===== src/rtl/slave_diag_defines.vh =====
// Constants of the slave diagnosis object bank.
`ifndef SLAVE_DIAG_DEFINES_VH
`define SLAVE_DIAG_DEFINES_VH
`define IDX_RX_ASSIGN 16'h1C12
`define IDX_TX_ASSIGN 16'h1C13
`define IDX_CTRL_ERR 16'h2002
`define IDX_HIST_CLR 16'h2100
`define IDX_FAULT_CNT 16'h2200
`define IDX_SYNC_TMO 16'h2201
`define IDX_SENSOR 16'h3000
`define SUB_0 8'h00
`define SUB_1 8'h01
`define SUB_2 8'h02
`define CTRL_ERR_SUBS 8'h02
`define SENSOR_SUBS 8'h08
`define RX_COUNT 8'h00
`define TX_COUNT_FULL 8'h0E
`define TX_COUNT_OLD 8'h05
`define TX_COUNT_OTHER 8'h0D
`define MODE_FULL 2'h0
`define MODE_OLD 2'h1
`define MODE_OTHER 2'h2
`define ERASE_KEY 32'h6C63_6C65
`define FAULT_CNT_RST 8'h01
`define FAULT_CNT_MAX 8'h0F
`define SYNC_TMO_RST 16'h0000
`define SYNC_TMO_MAX 16'h0258
`define SYNC_TMO_DFLT_S 16'h0078
`define SEC_NS 1000000000
`define CLK_NS 10
`define ST_PREOP 4'h2
`define ST_SAFEOP 4'h4
`define ST_OP 4'h8
`endif


===== src/rtl/slave_diag_object_bank.v =====
// Object dictionary bank for diagnosis, error status and sync supervision.
`timescale 1ns/1ps
`include "slave_diag_defines.vh"
module slave_diag_object_bank #(
  parameter SEC_CYCLES = `SEC_NS / `CLK_NS
) (
  input wire ref_clk_i,
  input wire arst_n_i,
  input wire [1:0] tool_mode_i,
  input wire dc_mode_i,
  input wire [3:0] al_state_i,
  input wire obj_req_i,
  input wire obj_wr_i,
  input wire [15:0] obj_index_i,
  input wire [7:0] obj_sub_i,
  input wire [31:0] obj_wdata_i,
  input wire [7:0] err_event_i,
  input wire link_fail_i,
  input wire link_ok_i,
  input wire sync0_i,
  input wire sensor_busy_i,
  input wire [7:0] sensor_cfg_count_i,
  input wire [7:0] sensor_found_count_i,
  output reg obj_ack_o,
  output reg obj_err_o,
  output reg [31:0] obj_rdata_o,
  output reg [7:0] ctrl_err_status_o,
  output reg hist_erase_o,
  output reg comm_fault_o,
  output reg sync_err_o,
  output reg sensor_busy_o,
  output reg sensor_fault_o
);

  // The prescaler end value is cut to the 27-bit counter on purpose.
  localparam [31:0] SEC_LAST_W = SEC_CYCLES - 1;
  localparam [26:0] SEC_LAST = SEC_LAST_W[26:0];
  localparam [1:0] W_IDLE = 2'h0;
  localparam [1:0] W_WAIT = 2'h1;
  localparam [1:0] W_DONE = 2'h2;

  reg rst_meta;
  reg rst_sync;
  reg [7:0] err_reset_val;
  reg [31:0] hist_key;
  reg [7:0] fault_cnt_set;
  reg [15:0] sync_tmo_set;
  reg [7:0] fault_cnt_run;
  reg [15:0] sync_tmo_run;
  reg [3:0] prev_state;
  reg [4:0] fail_run;
  reg [1:0] wait_state;
  reg [26:0] presc;
  reg [15:0] secs;
  reg [31:0] next_rdata;
  reg next_err;
  reg [7:0] tx_count;
  wire rd = obj_req_i & ~obj_wr_i;
  wire wr = obj_req_i & obj_wr_i;
  wire enter_safeop = (prev_state == `ST_PREOP) &&
                      (al_state_i == `ST_SAFEOP);
  wire in_safe_or_op = (al_state_i == `ST_SAFEOP) ||
                       (al_state_i == `ST_OP);
  wire hit_clr = wr && !next_err && (obj_index_i == `IDX_CTRL_ERR) &&
                 (obj_sub_i == `SUB_2);
  wire hit_key = wr && !next_err && (obj_index_i == `IDX_HIST_CLR);
  wire hit_cnt = wr && !next_err && (obj_index_i == `IDX_FAULT_CNT);
  wire hit_tmo = wr && !next_err && (obj_index_i == `IDX_SYNC_TMO);
  wire [15:0] tmo_limit = (sync_tmo_run == `SYNC_TMO_RST) ?
                          `SYNC_TMO_DFLT_S : sync_tmo_run;

  // Returns one entry of the default transmit assignment for a tool mode.
  function [15:0] tx_entry;
    input [1:0] mode;
    input [7:0] sub;
    begin
      tx_entry = 16'h0000;
      if (mode == `MODE_OLD) begin
        case (sub)
          8'h01: tx_entry = 16'h1B00;
          8'h02: tx_entry = 16'h1B01;
          8'h03: tx_entry = 16'h1B08;
          8'h04: tx_entry = 16'h1B0A;
          8'h05: tx_entry = 16'h1B0D;
          default: tx_entry = 16'h0000;
        endcase
      end else if (mode == `MODE_OTHER) begin
        case (sub)
          8'h01: tx_entry = 16'h1B04;
          8'h02: tx_entry = 16'h1B05;
          8'h03: tx_entry = 16'h1B09;
          8'h04: tx_entry = 16'h1B0A;
          8'h05: tx_entry = 16'h1B0B;
          8'h06: tx_entry = 16'h1B10;
          8'h07: tx_entry = 16'h1B12;
          8'h08: tx_entry = 16'h1B14;
          8'h09: tx_entry = 16'h1B16;
          8'h0A: tx_entry = 16'h1B18;
          8'h0B: tx_entry = 16'h1B1A;
          8'h0C: tx_entry = 16'h1B1C;
          8'h0D: tx_entry = 16'h1B1E;
          default: tx_entry = 16'h0000;
        endcase
      end else begin
        case (sub)
          8'h01: tx_entry = 16'h1B00;
          8'h02: tx_entry = 16'h1B01;
          8'h03: tx_entry = 16'h1B08;
          8'h04: tx_entry = 16'h1B0A;
          8'h05: tx_entry = 16'h1B0B;
          8'h06: tx_entry = 16'h1B10;
          8'h07: tx_entry = 16'h1B12;
          8'h08: tx_entry = 16'h1B14;
          8'h09: tx_entry = 16'h1B16;
          8'h0A: tx_entry = 16'h1B18;
          8'h0B: tx_entry = 16'h1B1A;
          8'h0C: tx_entry = 16'h1B1C;
          8'h0D: tx_entry = 16'h1B1E;
          8'h0E: tx_entry = 16'h1BFF;
          default: tx_entry = 16'h0000;
        endcase
      end
    end
  endfunction

  // Releases the asynchronous reset through two flip-flops.
  always @(posedge ref_clk_i or negedge arst_n_i) begin
    if (!arst_n_i) begin
      rst_meta <= 1'b0;
      rst_sync <= 1'b0;
    end else begin
      rst_meta <= 1'b1;
      rst_sync <= rst_meta;
    end
  end

  // Number of transmit entries in the assignment of the current tool.
  always @* begin
    if (tool_mode_i == `MODE_OLD) begin
      tx_count = `TX_COUNT_OLD;
    end else if (tool_mode_i == `MODE_OTHER) begin
      tx_count = `TX_COUNT_OTHER;
    end else begin
      tx_count = `TX_COUNT_FULL;
    end
  end

  // Decodes an object access into read data and an abort flag.
  always @* begin
    next_rdata = 32'h0000_0000;
    next_err = 1'b0;
    if (obj_index_i == `IDX_RX_ASSIGN) begin
      // No receive mappings exist, so the entry is read-only.
      next_err = obj_wr_i || (obj_sub_i != `SUB_0);
      next_rdata = {24'h00_0000, `RX_COUNT};
    end else if (obj_index_i == `IDX_TX_ASSIGN) begin
      // The default assignments are fixed and cannot be rewritten.
      next_err = obj_wr_i || (obj_sub_i > tx_count);
      if (obj_sub_i == `SUB_0) begin
        next_rdata = {24'h00_0000, tx_count};
      end else begin
        next_rdata = {16'h0000, tx_entry(tool_mode_i, obj_sub_i)};
      end
    end else if (obj_index_i == `IDX_CTRL_ERR) begin
      if (obj_sub_i == `SUB_0) begin
        next_err = obj_wr_i;
        next_rdata = {24'h00_0000, `CTRL_ERR_SUBS};
      end else if (obj_sub_i == `SUB_1) begin
        next_err = obj_wr_i;
        next_rdata = {24'h00_0000, ctrl_err_status_o};
      end else if (obj_sub_i == `SUB_2) begin
        next_rdata = {24'h00_0000, err_reset_val};
      end else begin
        next_err = 1'b1;
      end
    end else if (obj_index_i == `IDX_HIST_CLR) begin
      // Only the key is a valid value for this object.
      next_err = obj_wr_i && (obj_wdata_i != `ERASE_KEY);
      next_rdata = hist_key;
    end else if (obj_index_i == `IDX_FAULT_CNT) begin
      next_err = !dc_mode_i || (obj_wr_i &&
                 (obj_wdata_i[7:0] > `FAULT_CNT_MAX));
      next_rdata = {24'h00_0000, fault_cnt_set};
    end else if (obj_index_i == `IDX_SYNC_TMO) begin
      next_err = !dc_mode_i || (obj_wr_i &&
                 (obj_wdata_i[15:0] > `SYNC_TMO_MAX));
      next_rdata = {16'h0000, sync_tmo_set};
    end else if (obj_index_i == `IDX_SENSOR) begin
      next_err = obj_wr_i || (obj_sub_i > `SUB_2);
      if (obj_sub_i == `SUB_0) begin
        next_rdata = {24'h00_0000, `SENSOR_SUBS};
      end else if (obj_sub_i == `SUB_1) begin
        next_rdata = {31'h0000_0000, sensor_busy_o};
      end else begin
        next_rdata = {31'h0000_0000, sensor_fault_o};
      end
    end else begin
      next_err = 1'b1;
    end
  end

  // Registers the answer to each access one cycle after the request.
  always @(posedge ref_clk_i or negedge rst_sync) begin
    if (!rst_sync) begin
      obj_ack_o <= 1'b0;
      obj_err_o <= 1'b0;
      obj_rdata_o <= 32'h0000_0000;
    end else begin
      obj_ack_o <= obj_req_i;
      obj_err_o <= obj_req_i & next_err;
      obj_rdata_o <= (rd && !next_err) ? next_rdata : 32'h0000_0000;
    end
  end

  // Error status, clear entry and history erase key.
  always @(posedge ref_clk_i or negedge rst_sync) begin
    if (!rst_sync) begin
      ctrl_err_status_o <= 8'h00;
      err_reset_val <= 8'h00;
      hist_key <= 32'h0000_0000;
      hist_erase_o <= 1'b0;
    end else begin
      // A new event in the clear cycle keeps its bit set.
      if (hit_clr) begin
        ctrl_err_status_o <= (ctrl_err_status_o & ~obj_wdata_i[7:0]) |
                             err_event_i;
        err_reset_val <= obj_wdata_i[7:0];
      end else begin
        ctrl_err_status_o <= ctrl_err_status_o | err_event_i;
      end
      if (hit_key) begin
        hist_key <= obj_wdata_i;
      end
      hist_erase_o <= hit_key;
    end
  end

  // Settings that read back, and their copies latched for operation.
  always @(posedge ref_clk_i or negedge rst_sync) begin
    if (!rst_sync) begin
      fault_cnt_set <= `FAULT_CNT_RST;
      sync_tmo_set <= `SYNC_TMO_RST;
      fault_cnt_run <= `FAULT_CNT_RST;
      sync_tmo_run <= `SYNC_TMO_RST;
      prev_state <= 4'h0;
    end else begin
      prev_state <= al_state_i;
      if (hit_cnt) begin
        fault_cnt_set <= obj_wdata_i[7:0];
      end
      if (hit_tmo) begin
        sync_tmo_set <= obj_wdata_i[15:0];
      end
      if (enter_safeop) begin
        fault_cnt_run <= fault_cnt_set;
        sync_tmo_run <= sync_tmo_set;
      end
    end
  end

  // Counts consecutive link failures against the latched setting.
  always @(posedge ref_clk_i or negedge rst_sync) begin
    if (!rst_sync) begin
      fail_run <= 5'h00;
      comm_fault_o <= 1'b0;
    end else if (!dc_mode_i || link_ok_i) begin
      fail_run <= 5'h00;
      comm_fault_o <= 1'b0;
    end else if (link_fail_i) begin
      if (fail_run <= fault_cnt_run[4:0]) begin
        fail_run <= fail_run + 5'h01;
      end
      if (fail_run >= fault_cnt_run[4:0]) begin
        comm_fault_o <= 1'b1;
      end
    end
  end

  // Waits in seconds for the first sync pulse after entering safe-op.
  always @(posedge ref_clk_i or negedge rst_sync) begin
    if (!rst_sync) begin
      wait_state <= W_IDLE;
      presc <= 27'h000_0000;
      secs <= 16'h0000;
      sync_err_o <= 1'b0;
    end else if (!in_safe_or_op || !dc_mode_i) begin
      wait_state <= W_IDLE;
      presc <= 27'h000_0000;
      secs <= 16'h0000;
      sync_err_o <= 1'b0;
    end else begin
      case (wait_state)
        W_IDLE: begin
          if (enter_safeop) begin
            wait_state <= W_WAIT;
            presc <= 27'h000_0000;
            secs <= 16'h0000;
          end
        end
        W_WAIT: begin
          if (sync0_i) begin
            wait_state <= W_DONE;
          end else if (secs >= tmo_limit) begin
            sync_err_o <= 1'b1;
            wait_state <= W_DONE;
          end else if (presc == SEC_LAST) begin
            presc <= 27'h000_0000;
            secs <= secs + 16'h0001;
          end else begin
            presc <= presc + 27'h000_0001;
          end
        end
        default: begin
          wait_state <= W_DONE;
        end
      endcase
    end
  end

  // Sensor link flags follow the amplifier exchange and the count check.
  always @(posedge ref_clk_i or negedge rst_sync) begin
    if (!rst_sync) begin
      sensor_busy_o <= 1'b0;
      sensor_fault_o <= 1'b0;
    end else begin
      sensor_busy_o <= sensor_busy_i;
      sensor_fault_o <= (sensor_cfg_count_i !=
                         sensor_found_count_i);
    end
  end

endmodule // slave_diag_object_bank


===== config.mk =====
export PLATFORM = sky130hd
export DESIGN_NAME = slave_diag_object_bank
export DESIGN_NICKNAME = d
export VERILOG_FILES = /design/src/rtl/slave_diag_object_bank.v
export VERILOG_INCLUDE_DIRS = /design/src /design/src/rtl
export SDC_FILE = /design/constraint.sdc
export NUM_CORES = 1
export LEC_CHECK = 0
export ABC_AREA = 0
export BUFFER_PORTS_ARGS = -buffer_cell sky130_fd_sc_hd__clkbuf_2
export CORE_UTILIZATION = 24
export DETAILED_ROUTE_END_ITERATION = 8
export SLEW_MARGIN = 10
export SYNTH_ARGS = -nofsm -noshare
export SYNTH_HDL_FRONTEND = slang
export SYNTH_SLANG_ARGS = --single-unit

===== constraint.sdc =====
create_clock -name ref_clk_i -period 16.55 [get_ports ref_clk_i]
set_input_delay 1.655 -clock ref_clk_i [delete_from_list [all_inputs] [get_ports ref_clk_i]]
set_output_delay 1.655 -clock ref_clk_i [all_outputs]
set_load 0.1 [all_outputs]

==> results of run 1 <==
[Yosys cell counts (all sizes together), types with 4 or more instances]
master / n / area, µm²
a21boi: 4 / 30.0
a21o: 4 / 30.0
a21oi: 40 / 200
a221oi: 7 / 61.3
a222oi: 5 / 50.1
a22oi: 4 / 30.0
a31o: 6 / 52.6
a31oi: 7 / 43.8
a41oi: 8 / 70.1
and2: 48 / 340
and3: 20 / 125
buf: 7 / 52.5
clkbuf: 28 / 105
dfrtp: 186 / 4650
ha: 37 / 463
inv: 40 / 150
mux2: 43 / 484
nand2: 77 / 289
nand2b: 36 / 225
nand3: 38 / 203
nand3b: 6 / 45.0
nand4: 18 / 113
nor2: 78 / 298
nor2b: 7 / 43.8
nor3: 12 / 75.1
nor4: 17 / 113
nor4bb: 5 / 50.1
o211ai: 5 / 37.5
o21a: 4 / 30.0
o21ai: 64 / 324
o31ai: 15 / 113
o41ai: 5 / 43.8
or2: 7 / 43.8
or3: 6 / 37.5
or4: 7 / 56.3
xnor2: 6 / 52.6
xor2: 12 / 105
[routing by layer]
metal / global-route usage, % / vias to the layer above
met5: 0 / -
met4: 4.21 / 0
met3: 3.19 / 24
met2: 19.9 / 275
met1: 18.0 / 3860
li1: - / 3797
[power groups by stage]
stage	Clock (µW)	Sequential, µW	Combinational, µW
6_report	413	464	59.5
5_1_grt	446	464	66.5
4_1_cts	425	464	59.9
3_5_place_dp	0	473	59.6
3_3_place_gp	0	473	59.0
2_1_floorplan	0	481	23.5
[state kept, by name (all words and copies together), names as in the netlist, 5 cells and up]
signal	count
hist_key	32
obj_rdata_o	32
presc	27
secs	16
sync_tmo_run	16
sync_tmo_set	16
ctrl_err_status_o	8
err_reset_val	8
fault_cnt_set	8
fail_run	5
fault_cnt_run	5
[cell usage in the layout, fill, tap and decap left out, drive strengths merged, types with 18 or more instances in the layout]
| master | netlist | layout |
|---|---|---|
| clkbuf | 28 | 159 |
| nand2 | 77 | 77 |
| o21ai | 64 | 64 |
| and2 | 48 | 48 |
| ha | 37 | 37 |
| nand3 | 38 | 38 |
| a21oi | 40 | 40 |
| and3 | 20 | 20 |
| dfrtp | 186 | 186 |
| nand2b | 36 | 36 |
| mux2 | 43 | 43 |
| nor2 | 78 | 78 |
| nand4 | 18 | 18 |
| inv | 40 | 43 |
[area by class of cell]
| type | instances | area [µm²] | area share, % |
|---|---|---|---|
| clock buffer | 18 | 429 | 3.68 |
| sequential | 188 | 4710 | 40.4 |
| multi-input combinational | 710 | 4800 | 41.1 |
| inverter | 40 | 150 | 1.29 |
| tap | 525 | 657 | 5.63 |
| timing repair buffer | 148 | 758 | 6.50 |
| clock inverter | 14 | 163 | 1.39 |
[how the worst max path moves through the flow]
stage          cells after the start      endpoint
3_3_place_gp                      10  hist_key[24]
5_1_grt                           10  hist_key[28]
6_report                          10  hist_key[23]
4_1_cts                           10  hist_key[24]
2_1_floorplan                      0  comm_fault_o
3_5_place_dp                      10   hist_key[8]
[metrics by stage]
stage,worst slack [ns],cells,cell area (µm²),utilization [%]
6_report,12.12,1643,11700,29.2
5_1_grt,11.91,1643,11700,29.2
4_1_cts,12.14,1643,11700,29.2
3_5_place_dp,11.68,1611,11100,27.7
3_3_place_gp,11.74,1611,11100,27.7
2_1_floorplan,10.93,973,9810,-
[cell families after synthesis]
kind of cell	Yosys count	synth area share [%]
AO/OA/AOI/OAI	204	14.2
XOR/XNOR	18	1.61
adder cells (fa/ha/maj)	37	4.72
buffers and inverters	75	3.14
flip-flops	188	48.0
multiplexers	46	5.24
other	1	0.0382
AND/OR/NAND/NOR	404	23.1
==> metrics.cfg, run 1 <==
[worst_setup_path]
critical-path-slowest-cell=ha_1
cp_max_fo=32
cp.required_ns=16.87
r2r-end=presc[9]
cp_top_family=simple AND/OR/NAND/NOR gates
max_stage_delay_ns=0.55
r2r_setup_slack_ns=12.43
worstSetupStartpointType=input port
cp-startpoint=obj_sub_i[0]
end_kind=flip-flop
worstSetupPathType=input port to flip-flop
r2r-start=sync_tmo_run[11]
worst_r2r_path_depth=11
crit_path_cell_trace=clkbuf_2 > inv_1 > ha_1 > nand2b_1 > or3b_2 > nor4_1 > a311oi_1 > o32ai_4 > nand3_4 > and2_4
worst_ep_arrival_time_ns=4.75
critPathBufInv=2

[detailed_routing]
wl_met1_um=12300
wire_per_inst_um=16.1
viasPerCell=4.84
drt_first_pass_iters=5
top_layer=met4
antenna_left=0
routed_wl_um=26400
met3WireLength_um=1570
vias=7956
drc=0
wl_met2_um=12000
drt_first_iter_violations=565

[sta]
skew_ns=0.00961
worst_pin_slew_ns=1.00
max_freq_ghz=0.226
hold_ws_ns=0.325
rsz0062_at_grt=false
period_minus_slack_ns=4.43
maxSlewHeadroom_pct=33.1
setup_violations=0
min_period_over_period_pct=26.8
fin_tns_setup_ns=0
slew_viol_final=0
hold_violations=0

[clock_tree]
ctsResizeCount=0
clockRootBuffer=clkbuf_16
postCtsHoldBufs=0
cts_tree=done
clockBufferDepth=2
htree_levels=4
cts_setup_buffers=0
clock_latency_ns=0.44
clkSlewWorstSetupHoldPaths_ns=0.07
cts_buffers=17
clkSinkCount=188

[power_and_ir_drop]
p_seq_share_pct=49.5
swShare_pct=24.6
p_int_uw=707
ir_drop_uv=69.3
combPwrFrac_pct=6.4
powerDensity_nw_per_um2=80.3
p_clk_share_pct=44.1
p_leak_uw=0.00536
switchingPower_uw=230
report.power.total_uw=937

[job]
maxCapViolations=0

[place]
place.gp.congestion=0.888
hpwl_um=19600
port_buffers=141

[floorplanning]
ioPinCount=142
die_area_um2=41700
fp.coreArea_um2=40000
die_w_um=204
rows=73
start_util_pct=24.5
die_y_um=204

[synth]
ys_warn_count=0
syn_area_per_cell_um2=10.1
synth_edf_count=0
netlist_area_um2=9810
synthDistinctLibCells=82
synth-main-ff-cell=dfrtp_1
synth_cells=973
syn_nets=1105
async_flop_share_pct=100
ys_seq_area_share_pct=48.0
ys_ff_latch=188

[grt]
overflow=0
grt_usage_pct=13.1
grt_pass1_vias=7768
grt_pass1_wl_um=42600
grt_antenna_before_repair=1
grt_max_degree=80

[layout]
drive_gt1_share_pct=24.2
n_antenna_cell=0
final_nets=1237
n_fill_cell=4228
area_delta_synth_final_pct=18.9

[outcome]
status=finished clean

[hold_path]
min_path_type=flip-flop to asynchronous set/reset pin

(Power assumes the default switching activity.)
==> inputs of run 2 (changes only) <==
clock period = 3.65 ns   (was 16.55 ns; I/O delays follow)
==> metrics.cfg, run 2 (synthesis gave the netlist of run 1 again) <==
[outcome]
status=finished clean

[hold_path]
hold_path.startpoint=sensor_busy_i
hold_depth=1
min_path_type=input port to flip-flop

[layout]
top_regs=hist_key: 32 flops, obj_rdata_o: 32 flops, presc: 27 flops
layout_commonest_cell=dfrtp_1
instances_no_fill=1663  ; +1.2%
area_delta_synth_final_pct=21.4
drive_gt1_share_pct=26.0  ; +1.8 points
mostFrequentLayoutCells=185 x dfrtp_1, 141 x clkbuf_2, 77 x nand2_1
n_fill_cell=4195  ; -0.78%
final_nets=1257  ; +1.6%
utilization_pct=29.8  ; +0.61 points
n_antenna_cell=0  ; unchanged

[worst_setup_path]
end_kind=flip-flop
r2r-start=sync_tmo_run[8]
worstSetupStartpointType=flip-flop
cp_max_fo=7  ; -78%
cp-startpoint=sync_tmo_run[8]
worst_ep_arrival_time_ns=3.87  ; -0.88 ns
cp.required_ns=3.97  ; -12.90 ns
worst_r2r_path_depth=13  ; +2
r2r_setup_slack_ns=0.10  ; -12.33 ns
worstSetupPathType=flip-flop to flip-flop

[detailed_routing]
antenna_left=0  ; unchanged
routed_wl_um=26000  ; -1.4%
drt_first_pass_iters=7  ; +2
vias=8069  ; +1.4%
wire_per_inst_um=15.6  ; -2.6%
viasPerCell=4.85  ; +0.20%
drt_first_iter_violations=559  ; -1.1%
drc=0  ; unchanged

[floorplanning]
die_area_um2=41700  ; unchanged
ioPinCount=142  ; unchanged
die_y_um=204  ; unchanged
rows=73  ; unchanged
fp.coreArea_um2=40000  ; unchanged
die_w_um=204  ; unchanged
start_util_pct=24.5  ; unchanged

[sta]
fin_tns_setup_ns=0  ; unchanged
skew_ns=0.0110  ; +0.00140 ns
worst_pin_slew_ns=0.743  ; -0.261 ns
maxSlewHeadroom_pct=50.5  ; +17 points
slew_viol_final=0  ; unchanged
final.setup.worst_slack_ns=0.103  ; -12.02 ns
max_freq_ghz=0.282
setup_violations=0  ; unchanged
min_period_over_period_pct=97.2
hold_violations=0  ; unchanged
period_minus_slack_ns=3.55

[power_and_ir_drop]
report.power.total_uw=4340  ; +360%
ir_drop_uv=335  ; +380%
powerDensity_nw_per_um2=365  ; +350%
p_leak_uw=0.00551  ; +2.9%

[clock_tree]
clkSinkCount=188  ; unchanged
clockBufferDepth=2  ; unchanged
cts_buffers=17  ; unchanged
cts_setup_buffers=0  ; unchanged
clockRootBuffer=clkbuf_16
clock_latency_ns=0.43  ; about the same
clkSlewWorstSetupHoldPaths_ns=0.07  ; about the same
cts_tree=done
htree_levels=4  ; unchanged

[grt]
grt_max_degree=63  ; -21%
grt_antenna_before_repair=1  ; unchanged
grt_busiest_layer=met2
grt_usage_pct=12.7  ; -0.39 points
use_met2_pct=19.6  ; -0.34 points
globalRouteMet3Util_pct=2.71  ; -0.48 points
grt_pass1_wl_um=41500  ; -2.5%
overflow=0  ; unchanged
grt_pass1_vias=7706  ; -0.80%
use_met1_pct=17.6  ; -0.48 points

[place]
place_ws_ns=0.0695  ; -11.61 ns
port_buffers=141  ; unchanged
hpwl_um=19500  ; -0.61%
dp_cells=1630  ; +1.2%
place.gp.congestion=0.865  ; -2.6%

[job]
maxCapViolations=0  ; unchanged

==> run 2: area by class of cell <==
class / instances / area [µm²] / share of cell area [%]
Multi-Input combinational cell: 710 / 4830 / 40.6
Tap cell: 525 / 657 / 5.51
Clock inverter: 13 / 163 / 1.37
Timing Repair Buffer: 168 / 948 / 7.96
Clock buffer: 19 / 453 / 3.80
Sequential cell: 188 / 4710 / 39.5
Inverter: 40 / 150 / 1.26
==> run 2: where the power goes <==
part | internal (µW) | total, µW | switching [µW]
clock | 1120 | 1960 | 841
sequential | 2090 | 2100 | 14.3
combinational | 98.4 | 278 | 180
total | 3310 | 4340 | 1040
==> run 2: metrics by stage <==
step           hold slack, ns  instance area, µm²
2_1_floorplan          0.0694                9820
3_3_place_gp            0.152               11300
3_5_place_dp            0.154               11300
4_1_cts                0.0106               11900
5_1_grt                0.0218               11900
6_report               0.0328               11900
==> run 2: worst paths after layout <==
kind / end
max: presc[23]
min: sensor_busy_o
max reg2reg: presc[23]
min reg2reg: rst_sync
max in group asynchronous: fault_cnt_run[0]
min in group asynchronous: rst_sync
==> run 2: metal layers <==
metal  part of all wire (%)  wire (µm)  up-vias
li1                       -          -     3831
met1                     47      12300     3985
met2                     46      11900      221
met3                    4.8       1240       32
met4                    2.1        557        0
met5                      0          0        -
==> run 2: what timing repair did <==
item                       4_1_cts  5_1_grt
setup endpoints to repair        0       33
hold endpoints to repair         2        0
resized for setup                0        7
hold buffers                     1        0
==> run 2: critical path, cell delays in order, from the launching register on <==
cell and delay (ns):
dfrtp_1 0.40, nor4_2 0.36, and4_4 0.30, nor2_1 0.05, ha_1 0.28, a211o_1 0.30, a221oi_1 0.31, o211ai_1 0.22
buf_4 0.19, a2111oi_4 0.36, buf_4 0.21, o2111ai_1 0.12, xnor2_1 0.16, and2_1 0.16
==> inputs of run 3 (changes only) <==
CORE_MARGIN = 2   (was default)
==> metrics.cfg, run 3 (synthesis gave the netlist of run 1 again) <==
[detailed_routing]
drc=0  ; unchanged
drt_first_pass_iters=7  ; unchanged
drt_first_iter_violations=521  ; -6.8%
wire_per_inst_um=15.7  ; +0.27%
antenna_left=0  ; unchanged
vias=7998  ; -0.88%
viasPerCell=4.80  ; -1.1%
routed_wl_um=26100  ; +0.51%

[worst_setup_path]
end_kind=flip-flop
cp_top_family=compound AO/OA/AOI/OAI gates
cp.required_ns=4.02  ; +0.05 ns
worstSetupPathType=flip-flop to flip-flop
critPathBufInv=1  ; -1
worstSetupStartpointType=flip-flop
crit_path_cell_trace=nor4_2 > and4_1 > nor2_1 > ha_1 > a211o_1 > a221oi_1 > o211ai_1 > a21o_1 > o21a_2 > buf_4 > or3_1 > a21oi_1
max_stage_delay_ns=0.40  ; about the same
cp_max_fo=12  ; +5
worst_ep_arrival_time_ns=3.84  ; -0.03 ns
critical-path-slowest-cell=dfrtp_1

[power_and_ir_drop]
p_leak_uw=0.00545  ; -1.2%
powerDensity_nw_per_um2=356  ; -2.3%
ir_drop_uv=323  ; -3.6%

[layout]
final_cell_area_um2=11800  ; -0.75%
drive_gt1_share_pct=25.6  ; -0.44 points
area_delta_synth_final_pct=20.5
final_nets=1253  ; -0.32%
top_regs=hist_key: 32 flops, obj_rdata_o: 32 flops, presc: 27 flops
utilization_pct=29.2  ; -0.62 points
instances_no_fill=1667  ; +0.24%
layout_commonest_cell=dfrtp_1
mostFrequentLayoutCells=185 x dfrtp_1, 141 x clkbuf_2, 77 x nand2_1

[clock_tree]
clock_latency_ns=0.44  ; about the same
clockBufferDepth=2  ; unchanged
clockRootBuffer=clkbuf_16
clkSlewWorstSetupHoldPaths_ns=0.07  ; about the same
cts_tree=done
cts_setup_buffers=0  ; unchanged
cts_buffers=17  ; unchanged
htree_levels=4  ; unchanged
clkSinkCount=188  ; unchanged

[sta]
max_freq_ghz=0.288  ; +2.1%
hold_violations=0  ; unchanged
setup_violations=0  ; unchanged
hold_ws_ns=0.0306  ; -0.00227 ns
skew_ns=0.0106  ; -0.000387 ns
fin_tns_setup_ns=0  ; unchanged
maxSlewHeadroom_pct=36.0  ; -15 points
min_period_over_period_pct=95.2  ; -2.0 points
period_minus_slack_ns=3.48  ; -0.0715 ns
worst_pin_slew_ns=0.961  ; +0.218 ns
slew_viol_final=0  ; unchanged

[floorplanning]
rows=74  ; +1.4%
die_w_um=206  ; +0.98%
start_util_pct=24.2  ; -0.33 points
die_area_um2=42500  ; +2.0%
fp.coreArea_um2=40600  ; +1.4%
ioPinCount=142  ; unchanged
die_y_um=206  ; +0.98%

[place]
placed_cell_area_um2=11200  ; -0.41%
hpwl_um=19800  ; +1.2%
dp_cells=1633  ; +0.18%
port_buffers=141  ; unchanged
place.gp.congestion=0.911  ; +5.3%

[hold_path]
min_path_type=input port to flip-flop

[job]
maxCapViolations=0  ; unchanged

[grt]
grt_antenna_before_repair=1  ; unchanged
grt_max_degree=72  ; +14%
grt_usage_pct=12.7  ; about the same
grt_pass1_wl_um=42200  ; +1.5%
overflow=0  ; unchanged
grt_pass1_vias=7858  ; +2.0%

[outcome]
status=finished clean

[run 3: cell count changes in the layout (fill, tap and decap cells not counted), sizes merged]
cell / before / now
clkinvlp: 2 / 4
buf: 26 / 22
clkbuf: 160 / 164
bufinv: 3 / 1
diode: 0 / 1
clkinv: 5 / 4
inv: 43 / 40
[run 3: layout make-up]
| type | count | area [µm²] |
|---|---|---|
| diodes | 1 | 2.50 |
| clock buffers | 23 | 488 |
| clock inverters | 9 | 87.6 |
| fillers | 4283 | 28700 |
| inverters | 40 | 150 |
| multi-input cells | 710 | 4830 |
| flip-flops and latches | 188 | 4710 |
| well taps | 532 | 666 |
| repair buffers | 164 | 893 |
[run 3: path summary, 6_finish.rpt]
check / start / endpoint / slack (ns) / depth (start not counted)
max: sync_tmo_run[11] / secs[3] / 0.17 / 12
min: sensor_busy_i / sensor_busy_o / 0.03 / 1
max reg2reg: sync_tmo_run[11] / secs[3] / 0.17 / 12
min reg2reg: rst_meta / rst_sync / 0.35 / 0
max in group asynchronous: rst_sync / obj_rdata_o[28] / 2.07 / 1
min in group asynchronous: arst_n_i / rst_sync / 0.23 / 2
[run 3: layer usage]
layer | up-vias | GRT usage [%] | part of all wire, %
li1 | 3827 | - | -
met1 | 3880 | 17.0 | 46
met2 | 250 | 20.0 | 46
met3 | 39 | 3.20 | 6.4
met4 | 2 | 4.13 | 2.1
met5 | - | 0 | 0.050
[run 3: where the power goes]
group | internal, µW | switching (µW) | total, µW
Combinational | 95.9 | 173 | 269
Clock | 1010 | 822 | 1830
Sequential | 2090 | 18.8 | 2110
[run 3: metrics by stage]
step	power, µW	worst slack, ns
after detailed placement	2420	0.122
after global routing	4370	-0.0276
after CTS	4260	0.102
final	4210	0.174
after global placement	2420	0.195
after floorplan	2290	0.533
[run 3: what timing repair did]
action	in CTS	in global routing
hold endpoints to repair	2	0
gates resized for setup	0	7
hold buffers	1	0
endpoints found under the setup margin	0	31
